[src/logic/uets_map.svh]
// register map, field positions and counts for the transmit status block
`ifndef UETS_MAP_SVH
`define UETS_MAP_SVH

`define UETS_TX_ENDPOINT_STATUS_ADDR 8'h0C
`define UETS_INDEX_ADDR  8'h20
`define UETS_MISC_ADDR   8'h21
`define UETS_RDY_LO_ADDR 8'h22
`define UETS_RDY_HI_ADDR 8'h23

`define UETS_BYTE_RESET  8'h00
`define UETS_BIT_TOG     7
`define UETS_BIT_DSAM    6
`define UETS_BIT_NAKE    5
`define UETS_BIT_FLUSH   4
`define UETS_BIT_OVW     3
`define UETS_BIT_VOID    2
`define UETS_BIT_ERR     1
`define UETS_BIT_ACK     0
`define UETS_BIT_ENHANCED_BEHAVIOR_SELECT    0
`define UETS_BIT_BDFT    1

`define UETS_CNT_ZERO    2'h0
`define UETS_CNT_ONE     2'h1
`define UETS_CNT_FULL    2'h2
`define UETS_MAX_EP      16
`define UETS_BYTE_BITS   8

`endif

[src/logic/uets_pkg.sv]
// types shared by the transmit status block
package uets_pkg;
	typedef logic [1:0] uets_cnt_t;
	typedef logic [7:0] uets_byte_t;
endpackage : uets_pkg

[src/logic/uets_set_queue.sv]
// per-endpoint data set queue with isochronous frame hiding and flush
`timescale 1ns/100ps
`include "uets_map.svh"

module uets_set_queue
	import uets_pkg::*;
(
	input  wire logic      clock_i,
	input  wire logic      rst_i,
	input  wire logic      iso_i,
	input  wire logic      enh_i,
	input  wire logic      write_i,
	input  wire logic      read_i,
	input  wire logic      in_seen_i,
	input  wire logic      sof_i,
	output uets_cnt_t      host_sets_o,
	output logic           drop_o
);
	uets_cnt_t tot_q;
	uets_cnt_t tot_d;
	uets_cnt_t hid_q;
	uets_cnt_t hid_d;
	logic      seen_q;
	logic      drop_d;
	uets_cnt_t vis;

	// sets hidden until the next frame are not offered to the host
	assign vis = tot_q - hid_q;
	assign host_sets_o = vis;
	assign drop_o = drop_d;

	// next queue state; a flush at start of frame precedes a new write
	always_comb
	begin
		tot_d = tot_q;
		hid_d = hid_q;
		drop_d = 1'b0;
		if (read_i && vis != `UETS_CNT_ZERO)
			tot_d = tot_d - `UETS_CNT_ONE;
		if (sof_i && iso_i)
		begin
			if (!enh_i)
			begin
				if (tot_q == `UETS_CNT_FULL && !seen_q && !read_i)
				begin
					drop_d = 1'b1;
					tot_d = tot_d - `UETS_CNT_ONE;
				end
			end
			else
			begin
				if (vis != `UETS_CNT_ZERO && !read_i)
				begin
					drop_d = 1'b1;
					tot_d = tot_d - `UETS_CNT_ONE;
				end
				if (hid_q == `UETS_CNT_FULL)
				begin
					drop_d = 1'b1;
					tot_d = tot_d - `UETS_CNT_ONE;
				end
				hid_d = `UETS_CNT_ZERO;
			end
		end
		if (write_i && tot_d != `UETS_CNT_FULL)
		begin
			tot_d = tot_d + `UETS_CNT_ONE;
			if (iso_i && enh_i)
				hid_d = hid_d + `UETS_CNT_ONE;
		end
	end

	// queue counters
	always_ff @(posedge clock_i)
	begin
		if (rst_i)
		begin
			tot_q <= `UETS_CNT_ZERO;
			hid_q <= `UETS_CNT_ZERO;
		end
		else
		begin
			tot_q <= tot_d;
			hid_q <= hid_d;
		end
	end

	// remembers whether the host asked for data during this frame
	always_ff @(posedge clock_i)
	begin
		if (rst_i)
			seen_q <= 1'b0;
		else if (sof_i)
			seen_q <= 1'b0;
		else if (in_seen_i)
			seen_q <= 1'b1;
	end
endmodule : uets_set_queue

[src/logic/uets_top.sv]
// endpoint-indexed transmit status register with toggle and void logic
`timescale 1ns/100ps
`include "uets_map.svh"

// How it works
// - Send current toggle in next IN data PID; invert on valid ACK.
// - Invert the transmit toggle on every valid SETUP token.
// - Toggle changes by firmware only when written with overwrite bit set.
// - Toggle overwrite bit always reads back as zero.
// - Available mode: empty-FIFO NAK sets ready bit and gated output pin.
// - NAK interrupt mode: empty-FIFO NAK sets void and interrupt bit.
// - All enhancement bits clear gives the earlier compatible behaviour.
// - Flushed flag rewritten at every start of frame.
// - Legacy mode: two isochronous sets, no IN in frame, oldest dropped.
// - Enhanced: writes count at once, isochronous sets show next frame.
// - Enhanced: unread or older isochronous set flushed at frame start.
// - Without NAK mode void is read-only and tracks void causes.
// - Void updated at transaction end, isochronous at next clean frame.
// - Void never touches done interrupt, error or acknowledge flags.
// - NAK mode: void writable, hardware set wins and raises interrupt.
// - Missing handshake or underrun flags error and transmit done.
// - Acknowledged transmission flags acknowledge and transmit done.
// - Error and acknowledge update together, exactly one set.
// - Isochronous error and acknowledge deferred to clean frame start.
// - Status register indexed by endpoint select, resets to zero.
module uets_top
	import uets_pkg::*;
#(
	parameter int NUM_EP = `UETS_MAX_EP,
	parameter int EPW    = $clog2(NUM_EP)
)
(
	input  wire logic              clock_i,
	input  wire logic              rst_i,
	input  wire logic [7:0]        addr_i,
	input  wire logic [7:0]        wdata_i,
	input  wire logic              wr_i,
	input  wire logic              rd_i,
	output logic [7:0]             rdata_o,
	input  wire logic [EPW-1:0]    sie_ep_i,
	input  wire logic              in_token_i,
	input  wire logic              setup_token_i,
	input  wire logic              tx_end_i,
	input  wire logic              tx_data_i,
	input  wire logic              tx_acked_i,
	input  wire logic              tx_underrun_i,
	input  wire logic              sof_i,
	input  wire logic              set_write_i,
	input  wire logic [EPW-1:0]    set_write_ep_i,
	input  wire logic [NUM_EP-1:0] iso_ep_i,
	input  wire logic [NUM_EP-1:0] transmit_output_allow_i,
	input  wire logic [NUM_EP-1:0] transmit_halt_i,
	input  wire logic [NUM_EP-1:0] setup_packet_pending_i,
	input  wire logic [NUM_EP-1:0] fifo_underrun_flag_i,
	input  wire logic [NUM_EP-1:0] fifo_overrun_flag_i,
	output logic                   tx_data_toggle_o,
	output uets_cnt_t              host_sets_o,
	output logic                   set_ready_output_pin_o,
	output logic [NUM_EP-1:0]      endpoint_irq_set_o,
	output logic [NUM_EP-1:0]      transmit_done_irq_bit_o
);
	uets_byte_t          rdata_q;
	logic [EPW-1:0]      index_q;
	logic                enhanced_behavior_select_q;
	logic                bdft_q;
	logic                pin_q;
	logic [NUM_EP-1:0]   tog_q;
	logic [NUM_EP-1:0]   dsam_q;
	logic [NUM_EP-1:0]   nake_q;
	logic [NUM_EP-1:0]   flush_q;
	logic [NUM_EP-1:0]   void_q;
	logic [NUM_EP-1:0]   err_q;
	logic [NUM_EP-1:0]   ack_q;
	logic [NUM_EP-1:0]   rdy_q;
	logic [NUM_EP-1:0]   vcond_q;
	logic [NUM_EP-1:0]   pvoid_q;
	logic [NUM_EP-1:0]   pvv_q;
	logic [NUM_EP-1:0]   perr_q;
	logic [NUM_EP-1:0]   pev_q;
	logic [NUM_EP-1:0]   nirq_q;
	logic [NUM_EP-1:0]   dirq_q;
	logic [NUM_EP-1:0]   drop;
	uets_byte_t          stat_w [NUM_EP];
	uets_cnt_t           sets_w [NUM_EP];
	logic [15:0]         rdy16;
	logic                err_v;

	// an error wins when a handshake is missing or the FIFO ran dry
	assign err_v = !tx_acked_i || tx_underrun_i;

	assign rdata_o = rdata_q;
	assign set_ready_output_pin_o = pin_q;
	assign endpoint_irq_set_o = nirq_q;
	assign transmit_done_irq_bit_o = dirq_q;
	assign tx_data_toggle_o = tog_q[sie_ep_i];
	assign host_sets_o = sets_w[sie_ep_i];

	// endpoint select, feature and board bits
	always_ff @(posedge clock_i)
	begin
		if (rst_i)
		begin
			index_q <= '0;
			enhanced_behavior_select_q <= 1'b0;
			bdft_q <= 1'b0;
		end
		else if (wr_i && addr_i == `UETS_INDEX_ADDR)
			index_q <= wdata_i[EPW-1:0];
		else if (wr_i && addr_i == `UETS_MISC_ADDR)
		begin
			enhanced_behavior_select_q <= wdata_i[`UETS_BIT_ENHANCED_BEHAVIOR_SELECT];
			bdft_q <= wdata_i[`UETS_BIT_BDFT];
		end
	end

	// pin is registered so it never glitches on the ready-bit update
	always_ff @(posedge clock_i)
	begin
		if (rst_i)
			pin_q <= 1'b0;
		else
			pin_q <= bdft_q && (|rdy_q);
	end

	// ready bits spread over two bytes, unused positions read as zero
	for (genvar j = 0; j < `UETS_MAX_EP; j++)
	begin : g_rdy
		if (j < NUM_EP)
		begin : g_used
			assign rdy16[j] = rdy_q[j];
		end
		else
		begin : g_pad
			assign rdy16[j] = 1'b0;
		end
	end

	// read data stand only in the cycle after the strobe
	always_ff @(posedge clock_i)
	begin
		if (rst_i)
			rdata_q <= `UETS_BYTE_RESET;
		else if (!rd_i)
			rdata_q <= `UETS_BYTE_RESET;
		else if (addr_i == `UETS_TX_ENDPOINT_STATUS_ADDR)
			rdata_q <= stat_w[index_q];
		else if (addr_i == `UETS_INDEX_ADDR)
			rdata_q <= uets_byte_t'(index_q);
		else if (addr_i == `UETS_MISC_ADDR)
			rdata_q <= uets_byte_t'({bdft_q, enhanced_behavior_select_q});
		else if (addr_i == `UETS_RDY_LO_ADDR)
			rdata_q <= rdy16[7:0];
		else if (addr_i == `UETS_RDY_HI_ADDR)
			rdata_q <= rdy16[15:8];
		else
			rdata_q <= `UETS_BYTE_RESET;
	end

	for (genvar i = 0; i < NUM_EP; i++)
	begin : g_ep
		localparam int RBYTE = i / `UETS_BYTE_BITS;
		localparam int RBIT  = i % `UETS_BYTE_BITS;
		logic hit;
		logic ev_in;
		logic ev_end;
		logic st_wr;
		logic void_cond;
		logic nak_empty;
		logic sof_ok;
		logic rdy_clr;

		assign hit = sie_ep_i == EPW'(i);
		assign ev_in = in_token_i && hit;
		assign ev_end = tx_end_i && hit;
		assign st_wr = wr_i && addr_i == `UETS_TX_ENDPOINT_STATUS_ADDR &&
			index_q == EPW'(i);
		assign void_cond = !transmit_output_allow_i[i] ||
			transmit_halt_i[i] || setup_packet_pending_i[i] ||
			sets_w[i] == `UETS_CNT_ZERO || fifo_underrun_flag_i[i] ||
			fifo_overrun_flag_i[i];
		// a NAK that only the empty FIFO explains
		assign nak_empty = transmit_output_allow_i[i] &&
			!transmit_halt_i[i] && !setup_packet_pending_i[i] &&
			!fifo_underrun_flag_i[i] && !fifo_overrun_flag_i[i] &&
			sets_w[i] == `UETS_CNT_ZERO;
		// a frame start that did not drop a stale set
		assign sof_ok = sof_i && iso_ep_i[i] && !drop[i];
		assign rdy_clr = wr_i && wdata_i[RBIT] &&
			((addr_i == `UETS_RDY_LO_ADDR && RBYTE == 0) ||
			(addr_i == `UETS_RDY_HI_ADDR && RBYTE == 1));

		assign stat_w[i] = {tog_q[i], dsam_q[i], nake_q[i], flush_q[i],
			1'b0, void_q[i], err_q[i], ack_q[i]};

		uets_set_queue u_queue (
			.clock_i     (clock_i),
			.rst_i       (rst_i),
			.iso_i       (iso_ep_i[i]),
			.enh_i       (enhanced_behavior_select_q),
			.write_i     (set_write_i && set_write_ep_i == EPW'(i)),
			.read_i      (ev_end && tx_data_i &&
				(tx_acked_i || iso_ep_i[i])),
			.in_seen_i   (ev_in),
			.sof_i       (sof_i),
			.host_sets_o (sets_w[i]),
			.drop_o      (drop[i])
		);
		// hardware toggle events outrank a firmware overwrite
		always_ff @(posedge clock_i)
		begin
			if (rst_i)
				tog_q[i] <= 1'b0;
			else if ((setup_token_i && hit) ||
				(ev_end && tx_data_i && tx_acked_i))
				tog_q[i] <= ~tog_q[i];
			else if (st_wr && wdata_i[`UETS_BIT_OVW])
				tog_q[i] <= wdata_i[`UETS_BIT_TOG];
		end
		always_ff @(posedge clock_i)
		begin
			if (rst_i)
			begin
				dsam_q[i] <= 1'b0;
				nake_q[i] <= 1'b0;
			end
			else if (st_wr)
			begin
				dsam_q[i] <= wdata_i[`UETS_BIT_DSAM];
				nake_q[i] <= wdata_i[`UETS_BIT_NAKE];
			end
		end
		always_ff @(posedge clock_i)
		begin
			if (rst_i)
				flush_q[i] <= 1'b0;
			else if (sof_i)
				flush_q[i] <= drop[i];
		end
		// void cause is sampled at the token, applied later
		always_ff @(posedge clock_i)
		begin
			if (rst_i)
				vcond_q[i] <= 1'b0;
			else if (ev_in)
				vcond_q[i] <= void_cond;
		end
		// isochronous void result waits for the next frame start
		always_ff @(posedge clock_i)
		begin
			if (rst_i)
			begin
				pvoid_q[i] <= 1'b0;
				pvv_q[i] <= 1'b0;
			end
			else if (ev_end && iso_ep_i[i])
			begin
				pvoid_q[i] <= vcond_q[i];
				pvv_q[i] <= 1'b1;
			end
			else if (sof_i)
				pvv_q[i] <= 1'b0;
		end
		always_ff @(posedge clock_i)
		begin
			if (rst_i)
				void_q[i] <= 1'b0;
			else if (nake_q[i])
			begin
				if (ev_in && nak_empty)
					void_q[i] <= 1'b1;
				else if (st_wr)
					void_q[i] <= wdata_i[`UETS_BIT_VOID];
			end
			else if (ev_end && !iso_ep_i[i])
				void_q[i] <= vcond_q[i];
			else if (sof_ok && pvv_q[i])
				void_q[i] <= pvoid_q[i];
		end

		// isochronous result held until the frame start
		always_ff @(posedge clock_i)
		begin
			if (rst_i)
			begin
				perr_q[i] <= 1'b0;
				pev_q[i] <= 1'b0;
			end
			else if (ev_end && tx_data_i && iso_ep_i[i])
			begin
				perr_q[i] <= err_v;
				pev_q[i] <= 1'b1;
			end
			else if (sof_i)
				pev_q[i] <= 1'b0;
		end

		// error and acknowledge always move as a pair
		always_ff @(posedge clock_i)
		begin
			if (rst_i)
			begin
				err_q[i] <= 1'b0;
				ack_q[i] <= 1'b0;
			end
			else if (ev_end && tx_data_i && !iso_ep_i[i])
			begin
				err_q[i] <= err_v;
				ack_q[i] <= !err_v;
			end
			else if (sof_ok && pev_q[i])
			begin
				err_q[i] <= perr_q[i];
				ack_q[i] <= !perr_q[i];
			end
		end

		// done pulse follows each error or acknowledge update
		always_ff @(posedge clock_i)
		begin
			if (rst_i)
				dirq_q[i] <= 1'b0;
			else
				dirq_q[i] <= (ev_end && tx_data_i && !iso_ep_i[i]) ||
					(sof_ok && pev_q[i]);
		end

		// interrupt pulse only in NAK interrupt mode
		always_ff @(posedge clock_i)
		begin
			if (rst_i)
				nirq_q[i] <= 1'b0;
			else
				nirq_q[i] <= nake_q[i] && ev_in && nak_empty;
		end

		// ready bit: set beats a write-one clear in the same cycle
		always_ff @(posedge clock_i)
		begin
			if (rst_i)
				rdy_q[i] <= 1'b0;
			else if (dsam_q[i] && ev_in && nak_empty)
				rdy_q[i] <= 1'b1;
			else if (rdy_clr)
				rdy_q[i] <= 1'b0;
		end
	end
endmodule : uets_top

[config.mk]
export PLATFORM = sky130hd
export DESIGN_NAME = uets_top
export DESIGN_NICKNAME = d
export VERILOG_FILES = /design/src/logic/uets_pkg.sv /design/src/logic/uets_set_queue.sv /design/src/logic/uets_top.sv
export VERILOG_INCLUDE_DIRS = /design/src /design/src/logic
export SDC_FILE = /design/constraint.sdc
export NUM_CORES = 1
export LEC_CHECK = 0
export ABC_AREA = 1
export CORE_MARGIN = 8
export CORE_UTILIZATION = 60
export CTS_CLUSTER_SIZE = 28
export DETAILED_ROUTE_END_ITERATION = 16
export DONT_BUFFER_PORTS = 1
export PLACE_DENSITY = 0.76
export SKIP_CTS_REPAIR_TIMING = 1
export SYNTH_ARGS = -nofsm -noshare
export SYNTH_HDL_FRONTEND = slang
export SYNTH_SLANG_ARGS = --single-unit
[constraint.sdc]
create_clock -name clock_i -period 3.5 [get_ports clock_i]
set_input_delay 0.35 -clock clock_i [delete_from_list [all_inputs] [get_ports clock_i]]
set_output_delay 0.35 -clock clock_i [all_outputs]
set_load 0.01 [all_outputs]
# Yosys cells after proc, flatten, opt, wreduce, memory -nomap -nowiden
# Cells that the tools add are included.
# word_totals
ff_bits,335
# op_classes
addsub,96
n_lt_le_gt_ge,3
n_eq_ne,114
mux,542
bitwise,20
n_reduce_logical,998
# ops
operator,n
logical AND 1 bit,556
two-way mux 2 bit,210
two-way mux 1 bit,322
nonzero test 2 bit,96
logical NOT 1 bit,162
logical OR 1 bit,129
"== test 4 bit, second input constant",24
"subtractor 2 x 1 -> 2 bit, second input constant",48
"adder 2 x 1 -> 2 bit, second input constant",32
"== test 2 bit, second input constant",32
two-way mux 8 bit,7
"== test 4 x 3 -> 1 bit, second input constant",12
"!= test 3 x 1 -> 1 bit, second input constant",16
nonzero test 3 bit,16
AND reduction 2 bit,17
binary-select mux 8 bit (select 4 bit),1
"== test 8 x 6 -> 1 bit, second input constant",4
logical NOT 2 bit,16
"!= test 2 bit, second input constant",16
subtractor 2 bit,16
"== test 4 x 2 -> 1 bit, second input constant",6
NOT 1 bit,18
OR reduction 16 bit,1
"== test 4 x 1 -> 1 bit, second input constant",3
8 further kinds,13

# Depth between registers and ports, before layout
# Gate-level depths: netlist of the first run.
# logic_depth
depth_word,17
mapped_depth,22
mapped_depth_nobuf,22

# Hierarchy
# Synthesis of the first run repeated with hierarchy kept, for this count alone.
# unflattened
cells_unflattened,3726
area_unflattened_um2,22236.3
# modules_own_cells
module,instances,cells_per_inst,area_per_inst_um2,seq_area_each_um2
uets_top,1,2223,13676.9,5104.9
uets_set_queue at g_ep[1].u_queue ...,7,94,531.8,100.1
uets_set_queue at g_ep[0].u_queue ...,6,94,535.5,100.1
uets_set_queue at g_ep[15].u_queue ...,2,94,538.0,100.1
uets_set_queue at g_ep[6].u_queue,1,93,548.0,100.1

# Worst setup path before layout of the first run
# OpenSTA, ideal clock, no wires.
# synth_path
path_type,reg2reg
from,reg g_ep[3].u_queue.tot_q[0]
to,reg g_ep[3].u_queue.hid_q[1]
setup_ps,70
arrival_ps,2620
slack_ps,810
stages_incl_launch_ff,17
n_path_buf,1
period_less_slack_ps,2690
cell_sequence,dfxtp_1 > inv_1 > ha_1 > nand3_1 > nand2_1 > nand2_1 > nand3_1 > nand3_1 > nand2_1 > xor2_1 > inv_1 > ha_1 > or3_1 > clkbuf_1 > nor3_1 > o21ai_0 > a21oi_1
# synth_between
elab_chain_cells,15
# synth_rtl
element,line,rtl
"start, declared",uets_set_queue.sv:19,uets_cnt_t tot_q;
"start signal, assigned",uets_set_queue.sv:78,tot_q <= `UETS_CNT_ZERO;
"start signal, assigned",uets_set_queue.sv:83,tot_q <= tot_d;
subtractor 2 bit,uets_set_queue.sv:28,assign vis = tot_q - hid_q;
nonzero test 2 bit (no source line),--,
logical AND 1 bit (no source line),--,
two-way mux 2 bit,uets_set_queue.sv:38,if (read_i && vis != `UETS_CNT_ZERO)
subtractor 2 x 1 -> 2 bit (no source line),--,
two-way mux 2 bit,uets_set_queue.sv:52,if (vis != `UETS_CNT_ZERO && !read_i)
two-way mux 2 bit,uets_set_queue.sv:42,if (!enh_i)
two-way mux 2 bit,uets_set_queue.sv:40,if (sof_i && iso_i)
subtractor 2 x 1 -> 2 bit (no source line),--,
two-way mux 2 bit,uets_set_queue.sv:57,if (hid_q == `UETS_CNT_FULL)
two-way mux 2 bit,uets_set_queue.sv:42,
two-way mux 2 bit (*),uets_set_queue.sv:40,
!= test 2 bit (no source line) (*),--,
logical AND 1 bit (no source line) (*),--,
two-way mux 2 bit (*),uets_set_queue.sv:65,if (write_i && tot_d != `UETS_CNT_FULL)
"end signal, assigned",uets_set_queue.sv:79,hid_q <= `UETS_CNT_ZERO;
"end signal, assigned",uets_set_queue.sv:84,hid_q <= hid_d;
"end, declared",uets_set_queue.sv:21,uets_cnt_t hid_q;
# Mark *: on every way between the ends. The rest lies on a longest branch, timed or not. The select of a mux whose other input is x is not followed.
# A chain may end at the register's enable or synchronous reset.

# Final worst setup path of the first run
# layout_path
from,reg g_ep[5].u_queue.tot_q[0]
to,reg g_ep[5].u_queue.hid_q[1]
# layout_between
elab_chain_cells,15
# layout_rtl
element,line
"start, declared",uets_set_queue.sv:19
"start signal, assigned",uets_set_queue.sv:78
"start signal, assigned",uets_set_queue.sv:83
subtractor 2 bit,uets_set_queue.sv:28
nonzero test 2 bit (no source line),--
logical AND 1 bit (no source line),--
two-way mux 2 bit,uets_set_queue.sv:38
subtractor 2 x 1 -> 2 bit (no source line),--
two-way mux 2 bit,uets_set_queue.sv:52
two-way mux 2 bit,uets_set_queue.sv:42
two-way mux 2 bit,uets_set_queue.sv:40
subtractor 2 x 1 -> 2 bit (no source line),--
two-way mux 2 bit,uets_set_queue.sv:57
two-way mux 2 bit,uets_set_queue.sv:42
two-way mux 2 bit (*),uets_set_queue.sv:40
!= test 2 bit (no source line) (*),--
logical AND 1 bit (no source line) (*),--
two-way mux 2 bit (*),uets_set_queue.sv:65
"end signal, assigned",uets_set_queue.sv:79
"end signal, assigned",uets_set_queue.sv:84
"end, declared",uets_set_queue.sv:21
# Marked as above.

==> results.json, run 1 <==
{
  "dp_worst_setup_slack_ns": 0.293,
  "clkSlewWorstSetupHoldPaths_ns": 0.06,
  "cp.buffers_inverters": 3,
  "grt_start_max_net_pins": 145,
  "fin_worst_hold_slack_ns": -0.00994,
  "ys_async_rst_share": 0,
  "crit_path_top_delay_cell": "sky130_fd_sc_hd__dfxtp_1",
  "yosys_warn_count": 0,
  "count_of_flip_flops_with_a_built_in_enable_after_synthesis": 0,
  "post_synth.cell_area_avg_um2": 6.37,
  "cp_data_arrival_time_ns": 3.65,
  "final_antenna_net_count": 0,
  "gr-usage-met3": 0.0736,
  "core.rowCount": 66,
  "grt.busiest_layer": "met2",
  "synth_top_family_by_area": "simple AND/OR/NAND/NOR gates",
  "globalRoute.totalOverflow": 0,
  "worst_setup_path_startpoint": "g_ep[5].u_queue.tot_q[0]$_SDFF_PP0_",
  "drt_drc_violations_left": 0,
  "critical_path.max_fanout": 6,
  "power.switching_mw": 2.25,
  "met1_usage": 0.420,
  "drt_pass1_iterations": 7,
  "clk_latency_worst_skew_pair_ns": 0.55,
  "grt.met2_usage": 0.594,
  "clock_power_share": 0.450,
  "slowest_delay_ns": 0.31,
  "cap_violations": 0,
  "worst-path-stages": 20,
  "critical_path.endpoint_type": "flip-flop",
  "die-width_um": 198,
  "post_synth_instance_area_mm2": 0.0198,
  "synth_adder_area_share": 0.0304,
  "detail_route.iter0.violations": 2602,
  "finalNetCount": 3263,
  "cp_class": "reg -> reg",
  "share_of_the_synthesized_area_in_compound_gates_ao_oa_aoi_oai": 0.202,
  "grt_antenna_before_repair": 3,
  "internal-power_mw": 6.29,
  "synth_seq_area_share": 0.339,
  "grt_pass1_vias": 20400,
  "wire_per_inst_um": 20.7,
  "rsz0062_at_grt": "no",
  "critPathCapture": "g_ep[5].u_queue.hid_q[1]$_SDFF_PP0_",
  "cts.root.buffer_cell": "sky130_fd_sc_hd__clkbuf_16",
  "hold_violations": 8,
  "synth_cell_type_count": 53,
  "share_of_post_route_cells_with_drive_strength_above_1": 0.0425,
  "vdd_drop_max_uv": 304,
  "synthToLayoutAreaGrowth_pct": 8.79,
  "critPathTopFamily": "simple AND/OR/NAND/NOR gates",
  "worst-endpoint-required_ns": 3.97,
  "yosys.area_share.simple": 0.312,
  "crit_chain": "inv_1, ha_1, xor2_1, nand2_1, nand2_1, nand2_1, nand2_1, nand3_1, o21ai_0, nand3_1, nand2_1, nand2_1, nand2_1, inv_1, ha_1, nor3_1, inv_1, nor3_1, o21ai_0, a21oi_1",
  "timing.final.setup_violations": 0,
  "post-dp-hpwl_um": 53400,
  "reg2reg_to": "g_ep[5].u_queue.hid_q[1]$_SDFF_PP0_",
  "synth_ff_type": "sky130_fd_sc_hd__dfxtp_1",
  "grt_first_pass_wirelength_um": 111000,
  "layout_min_cycle_time_ns": 3.18,
  "r2r_setup_slk_ns": 0.32,
  "timing.rr.start": "g_ep[5].u_queue.tot_q[0]$_SDFF_PP0_",
  "worst_r2r_path_depth": 20,
  "synth.ff_latch_count": 335,
  "worst_path_most_repeated_cell": "sky130_fd_sc_hd__nand2_1",
  "route.detailed.vias_per_inst": 6.11,
  "setup_tns_ns": 0,
  "upper_clock_frequency_limit_ghz": 0.315,
  "tritoncts.num_buffers": 38,
  "die_height_um": 198,
  "worst-slew-pin-transition_ns": 0.941,
  "io_buffer_count": 0,
  "num_io_pins": 176,
  "floorplan.initialDensity": 0.608,
  "status": "finished with violations",
  "cts_buffer_depth": 3,
  "worst_setup_path_start_kind": "flip-flop",
  "sequential_power_share": 0.456,
  "slew_headroom": 0.372,
  "finalWeightedCongestion": 0.969,
  "drv_slew": 0,
  "tritoncts": "yes",
  "syn_inst": 3103,
  "netSwitchingFraction": 0.263,
  "cts.sink_count": 335,
  "wirelength_um": 73500,
  "n_fill_cell": 3083,
  "place_inst": 3475,
  "syn_nets": 3283,
  "htree_num_levels": 2,
  "power-per-cell-area_mw_per_mm2": 397,
  "p_leak_nw": 8.56,
  "synth-xor-area-share": 0.00576,
  "power.total_mw": 8.54,
  "grt.total_usage": 0.362,
  "finalNonFillerCells": 3552,
  "design.core.area_mm2": 0.0325,
  "clock-skew-final_ns": 0.0117,
  "die_outline_area_mm2": 0.0390,
  "hold_class": "in -> reg",
  "final.period_utilization": 0.908,
  "worst_path_setup_slack_after_routing_ns": 0.321,
  "vias": 21700,
  "muxShareOfSynthArea": 0,
  "violations": "negative hold slack",
  "pwr-share-comb": 0.094
}
[through the flow]
stage	utilization	instance area (um2)
after floorplan	-	19800
after global placement	0.621	20200
after detailed placement	0.621	20200
after CTS	0.657	21400
after global routing	0.661	21500
final	0.661	21500
[synth_stat cells (24+ instances only)]
library cell               count  area, um2
sky130_fd_sc_hd__nor3_1       90        450
sky130_fd_sc_hd__nand3_1     277       1390
sky130_fd_sc_hd__ha_1         48        601
sky130_fd_sc_hd__nand3b_1     25        188
sky130_fd_sc_hd__inv_1       471       1770
sky130_fd_sc_hd__nor2_1      248        931
sky130_fd_sc_hd__o22ai_1      54        338
sky130_fd_sc_hd__a22oi_1      24        180
sky130_fd_sc_hd__a21oi_1     262       1310
sky130_fd_sc_hd__nand4_1      27        169
sky130_fd_sc_hd__o21ai_0     219       1100
sky130_fd_sc_hd__dfxtp_1     335       6710
sky130_fd_sc_hd__nand2_1     718       2700
sky130_fd_sc_hd__clkbuf_1     79        297
[logic make-up after synthesis]
logic type	after synthesis
xor+xnor	13
flops	335
simple gates	1434
fa+ha+maj	48
compound gates	694
buf+inv	579
[power by group through the flow]
stage          sequential (mW)  clock [mW]  combinational (mW)
5_1_grt                   3.90        3.99               0.887
2_1_floorplan             3.97           0               0.573
3_5_place_dp              3.97           0               0.736
3_3_place_gp              3.97           0               0.716
4_1_cts                   3.89        3.84               0.739
6_report                  3.89        3.84               0.806
[flip-flops by register name, summed over array words and instances (netlist names)]
name                        count
nake_q                         16
transmit_done_irq_bit_o        16
set_ready_output_pin_o          1
g_ep.u_queue.tot_q             32
ack_q                          16
dsam_q                         16
enhanced_behavior_select_q      1
flush_q                        16
endpoint_irq_set_o             16
g_ep.u_queue.seen_q            16
rdata_o                         8
index_q                         4
bdft_q                          1
rdy16                          16
pvv_q                          16
pev_q                          16
g_ep.u_queue.hid_q             32
vcond_q                        16
err_q                          16
pvoid_q                        16
perr_q                         16
stat_w                         32
[worst register-to-register path, cell delays in order, from the launching register on]
cell and delay, ns:
sky130_fd_sc_hd__dfxtp_1 0.31, sky130_fd_sc_hd__inv_1 0.18, sky130_fd_sc_hd__ha_1 0.25, sky130_fd_sc_hd__xor2_1 0.16, sky130_fd_sc_hd__nand2_1 0.06, sky130_fd_sc_hd__nand2_1 0.09, sky130_fd_sc_hd__nand2_1 0.14, sky130_fd_sc_hd__nand2_1 0.14
sky130_fd_sc_hd__nand3_1 0.10, sky130_fd_sc_hd__o21ai_0 0.14, sky130_fd_sc_hd__nand3_1 0.11, sky130_fd_sc_hd__nand2_1 0.08, sky130_fd_sc_hd__nand2_1 0.05, sky130_fd_sc_hd__nand2_1 0.09, sky130_fd_sc_hd__inv_1 0.05, sky130_fd_sc_hd__ha_1 0.18
sky130_fd_sc_hd__nor3_1 0.25, sky130_fd_sc_hd__inv_1 0.16, sky130_fd_sc_hd__nor3_1 0.30, sky130_fd_sc_hd__o21ai_0 0.13, sky130_fd_sc_hd__a21oi_1 0.15
[routing by layer]
layer | routed length, um | vias up
met5 | 0 | -
met4 | 5660 | 0
met3 | 8050 | 335
met2 | 32800 | 1259
met1 | 27000 | 9837
li1 | - | 10300
[layout make-up]
type | count | area, um2 | share of cell area
Clock buffer | 62 | 1130 | 0.0526
Tap cell | 442 | 553 | 0.0257
Multi-Input combinational cell | 2189 | 10900 | 0.506
Antenna cell | 2 | 5.00 | 0.000233
Sequential cell | 335 | 6710 | 0.312
Inverter | 482 | 1810 | 0.0842
Timing Repair Buffer | 37 | 383 | 0.0178
Clock inverter | 3 | 37.5 | 0.00175
[cells in the final DEF (no fill, tap or decap), types with 6 or more instances in the layout]
master                          synthesis  routed
sky130_fd_sc_hd__o21ai_0              219     219
sky130_fd_sc_hd__nand3b_1              25      25
sky130_fd_sc_hd__clkbuf_8               0       7
sky130_fd_sc_hd__nand2_2                6       6
sky130_fd_sc_hd__nor3_1                90      90
sky130_fd_sc_hd__nor2_1               248     247
sky130_fd_sc_hd__xor2_1                12      12
sky130_fd_sc_hd__nand4_1               27      27
sky130_fd_sc_hd__a31oi_1               18      18
sky130_fd_sc_hd__a21oi_1              262     262
sky130_fd_sc_hd__nor2_2                10      11
sky130_fd_sc_hd__o31ai_1                7       7
sky130_fd_sc_hd__a221oi_1              17      17
sky130_fd_sc_hd__o32ai_1               16      16
sky130_fd_sc_hd__dlygate4sd3_1          0       9
sky130_fd_sc_hd__nand3_1              277     277
sky130_fd_sc_hd__buf_4                  0      22
sky130_fd_sc_hd__o211ai_1              14      14
sky130_fd_sc_hd__clkbuf_1              79      16
sky130_fd_sc_hd__nor4_1                 7       7
sky130_fd_sc_hd__ha_1                  48      48
sky130_fd_sc_hd__o21a_1                14      14
sky130_fd_sc_hd__clkbuf_16              0      39
sky130_fd_sc_hd__o22ai_1               54      54
sky130_fd_sc_hd__nand2_1              718     718
sky130_fd_sc_hd__a22oi_1               24      24
sky130_fd_sc_hd__inv_1                471     471
sky130_fd_sc_hd__dfxtp_1              335     334
sky130_fd_sc_hd__or2_2                 11      11
sky130_fd_sc_hd__a21o_1                 8       8
sky130_fd_sc_hd__a22o_1                 7       7
[worst min path at each step]
stage	cells past startpoint	startpoint	slack, ns	end
6_report	2	wdata_i[6]	-0.01	dsam_q[5]$_SDFFE_PP0P_
5_1_grt	3	wdata_i[3]	0.003	stat_w[15]$_SDFFE_PP0P_
4_1_cts	1	rst_i	-0.12	g_ep[8].u_queue.hid_q[0]$_SDFF_PP0_
3_5_place_dp	2	perr_q[6]$_SDFFE_PP0P_	0.44	perr_q[6]$_SDFFE_PP0P_
3_3_place_gp	2	pvoid_q[4]$_SDFFE_PP0P_	0.43	pvoid_q[4]$_SDFFE_PP0P_
2_1_floorplan	2	perr_q[13]$_SDFFE_PP0P_	0.42	perr_q[13]$_SDFFE_PP0P_
Note: power is estimated with default switching activity, not from simulation.
==> run 2, diff against run 1 <==
--- a/config.mk
+++ b/config.mk
@@ -7,12 +7,14 @@
 export NUM_CORES = 1
 export LEC_CHECK = 0
 export ABC_AREA = 1
+export CELL_PAD_IN_SITES_DETAIL_PLACEMENT = 0
+export CELL_PAD_IN_SITES_GLOBAL_PLACEMENT = 1
 export CORE_MARGIN = 8
-export CORE_UTILIZATION = 60
+export CORE_UTILIZATION = 46
 export CTS_CLUSTER_SIZE = 28
 export DETAILED_ROUTE_END_ITERATION = 16
 export DONT_BUFFER_PORTS = 1
-export PLACE_DENSITY = 0.76
+export PLACE_DENSITY_LB_ADDON = 0.1
 export SKIP_CTS_REPAIR_TIMING = 1
 export SYNTH_ARGS = -nofsm -noshare
 export SYNTH_HDL_FRONTEND = slang
==> results.json, run 2 (synthesized netlist as in run 1, its figures left out) <==
{
  "status": "finished with violations",
  "violations": "negative hold slack",
  "grt_first_pass_wirelength_um": 116000,
  "hold-path-endpoint": "index_q[0]$_SDFFE_PP0P_",
  "final.period_utilization": 0.908,
  "floorplan.initialDensity": 0.462,
  "cts.root.buffer_cell": "sky130_fd_sc_hd__clkbuf_16",
  "slew_headroom": 0.322,
  "p_leak_nw": 8.78,
  "timing.final.setup_violations": 0,
  "wirelength_um": 79600,
  "globalRoute.totalOverflow": 0,
  "cp_data_arrival_time_ns": 3.67,
  "hold_violations": 4,
  "clock-skew-final_ns": 0.0191,
  "reg2reg_to": "g_ep[3].u_queue.hid_q[1]$_SDFF_PP0_",
  "final_antenna_net_count": 0,
  "finalWeightedCongestion": 0.926,
  "n_fill_cell": 4334,
  "clkSlewWorstSetupHoldPaths_ns": 0.06,
  "most_common_library_cell_in_the_layout_ignoring_fill_and_taps": "sky130_fd_sc_hd__nand2_1",
  "cts.sink_count": 335,
  "tritoncts.num_buffers": 41,
  "power.total_mw": 9.25,
  "finalInstanceArea_mm2": 0.0220,
  "upper_clock_frequency_limit_ghz": 0.315,
  "drv_slew": 0,
  "area_of_the_multi_input_gates_mm2": 0.0109,
  "place_area_mm2": 0.0204,
  "grt.total_usage": 0.301,
  "drt_drc_violations_left": 0,
  "fin_util": 0.515,
  "worst-endpoint-required_ns": 3.99,
  "crit_path_top_delay_cell": "sky130_fd_sc_hd__or3_1",
  "num_io_pins": 176,
  "critical_path.max_fanout": 7,
  "worst_r2r_path_depth": 15,
  "worst_setup_path_start_kind": "flip-flop",
  "tritoncts": "yes",
  "detail_route.iter0.violations": 1755,
  "final_cell_mix": "sky130_fd_sc_hd__nand2_1 (718), sky130_fd_sc_hd__inv_1 (471), sky130_fd_sc_hd__dfxtp_1 (334), sky130_fd_sc_hd__nand3_1 (277), sky130_fd_sc_hd__a21oi_1 (262)",
  "power-per-cell-area_mw_per_mm2": 420,
  "layout_min_cycle_time_ns": 3.18,
  "design.core.area_mm2": 0.0428,
  "vdd_drop_max_uv": 402,
  "r2r_setup_slk_ns": 0.32,
  "critical_path.endpoint_type": "flip-flop",
  "grt_pass1_vias": 19700,
  "cp_class": "reg -> reg",
  "rsz0062_at_grt": "no",
  "setup_tns_ns": 0,
  "timing.rr.start": "g_ep[3].u_queue.tot_q[0]$_SDFF_PP0_",
  "finalNetCount": 3284,
  "die_outline_area_mm2": 0.0499,
  "worst-slew-pin-transition_ns": 1.01,
  "drt_pass1_iterations": 6,
  "die_height_um": 223,
  "die-width_um": 223,
  "sequential_cell_area_mm2": 0.00671,
  "grt_antenna_before_repair": 1,
  "io_buffer_count": 0,
  "wire_per_inst_um": 21.6,
  "hold_path_depth": 2,
  "post-dp-hpwl_um": 58100,
  "n_antenna_cell": 0,
  "vias": 21300,
  "hold_class": "in -> reg",
  "synthToLayoutAreaGrowth_pct": 11.4,
  "core.rowCount": 76,
  "slowest_delay_ns": 0.44,
  "grt_start_max_net_pins": 145,
  "cts_buffer_depth": 3,
  "route.detailed.vias_per_inst": 5.78,
  "crit_chain": "inv_1, ha_1, nand3_1, nand2_1, nand2_1, nand3_1, nand3_1, nand2_1, xor2_1, inv_1, ha_1, or3_1, nor3_1, o21ai_0, a21oi_1",
  "fin_worst_hold_slack_ns": -0.00851,
  "htree_num_levels": 2,
  "share_of_post_route_cells_with_drive_strength_above_1": 0.0516,
  "hold_start": "wdata_i[0]",
  "clk_latency_worst_skew_pair_ns": 0.58,
  "cap_violations": 0
}
==> run 2: cell count changes in the layout (fill, tap and decap cells not counted), sizes merged <==
| cell | change |
|---|---|
| dlygate4sd3 | +8 |
| diode | -2 |
| clkinv | +9 |
| clkbuf | -3 |
| inv | +1 |
| buf | +10 |
| bufinv | +4 |
==> run 2: layout make-up <==
class / count / area share
Tap cell: 546 / 0.0310
Multi-Input combinational cell: 2189 / 0.494
Timing Repair Buffer: 55 / 0.0244
Clock inverter: 17 / 0.00960
Clock buffer: 59 / 0.0542
Sequential cell: 335 / 0.304
Inverter: 482 / 0.0822
==> run 2: where the power goes <==
group          switching [mW]  total (mW)  internal [mW]
Sequential             0.0327        3.89           3.86
Clock                    1.83        4.51           2.68
Combinational           0.604       0.843          0.239
Total                    2.47        9.25           6.78
==> run 2: worst max-delay path by stage <==
| stage | from | to | slack (ns) |
|---|---|---|---|
| floorplan | g_ep[3].u_queue.tot_q[0]$_SDFF_PP0_ | g_ep[3].u_queue.hid_q[1]$_SDFF_PP0_ | 0.81 |
| global placement | sie_ep_i[0] | g_ep[7].u_queue.hid_q[1]$_SDFF_PP0_ | 0.24 |
| detailed placement | sie_ep_i[0] | g_ep[7].u_queue.hid_q[1]$_SDFF_PP0_ | 0.15 |
| CTS | g_ep[3].u_queue.tot_q[0]$_SDFF_PP0_ | g_ep[3].u_queue.hid_q[1]$_SDFF_PP0_ | 0.37 |
| global route | g_ep[3].u_queue.tot_q[0]$_SDFF_PP0_ | g_ep[3].u_queue.hid_q[1]$_SDFF_PP0_ | 0.02 |
| finish | g_ep[3].u_queue.tot_q[0]$_SDFF_PP0_ | g_ep[3].u_queue.hid_q[1]$_SDFF_PP0_ | 0.32 |
==> run 2: critical path, delay by kind of cell, from the launching register on <==
family | cells | cell delay [ns]
simple gates | 8 | 1.60
compound gates | 2 | 0.26
fa+ha+maj | 2 | 0.50
buf+inv | 2 | 0.19
flops | 1 | 0.36
xor+xnor | 1 | 0.19
==> run 2: per-layer routing <==
metal  wire length (um)  GRT usage  vias to the layer above
met4               4150      0.149                        2
met5                 11          0                        -
li1                   -          -                    10300
met2              36900      0.510                      896
met3               6450     0.0580                      185
met1              32100      0.361                     9905
==> run 2: metrics by stage <==
stage / cells / worst slack (ns)
after global routing: 3683 / 0.0184
final: 3683 / 0.322
after floorplan: 3103 / 0.810
after detailed placement: 3588 / 0.145
after CTS: 3664 / 0.369
after global placement: 3588 / 0.240
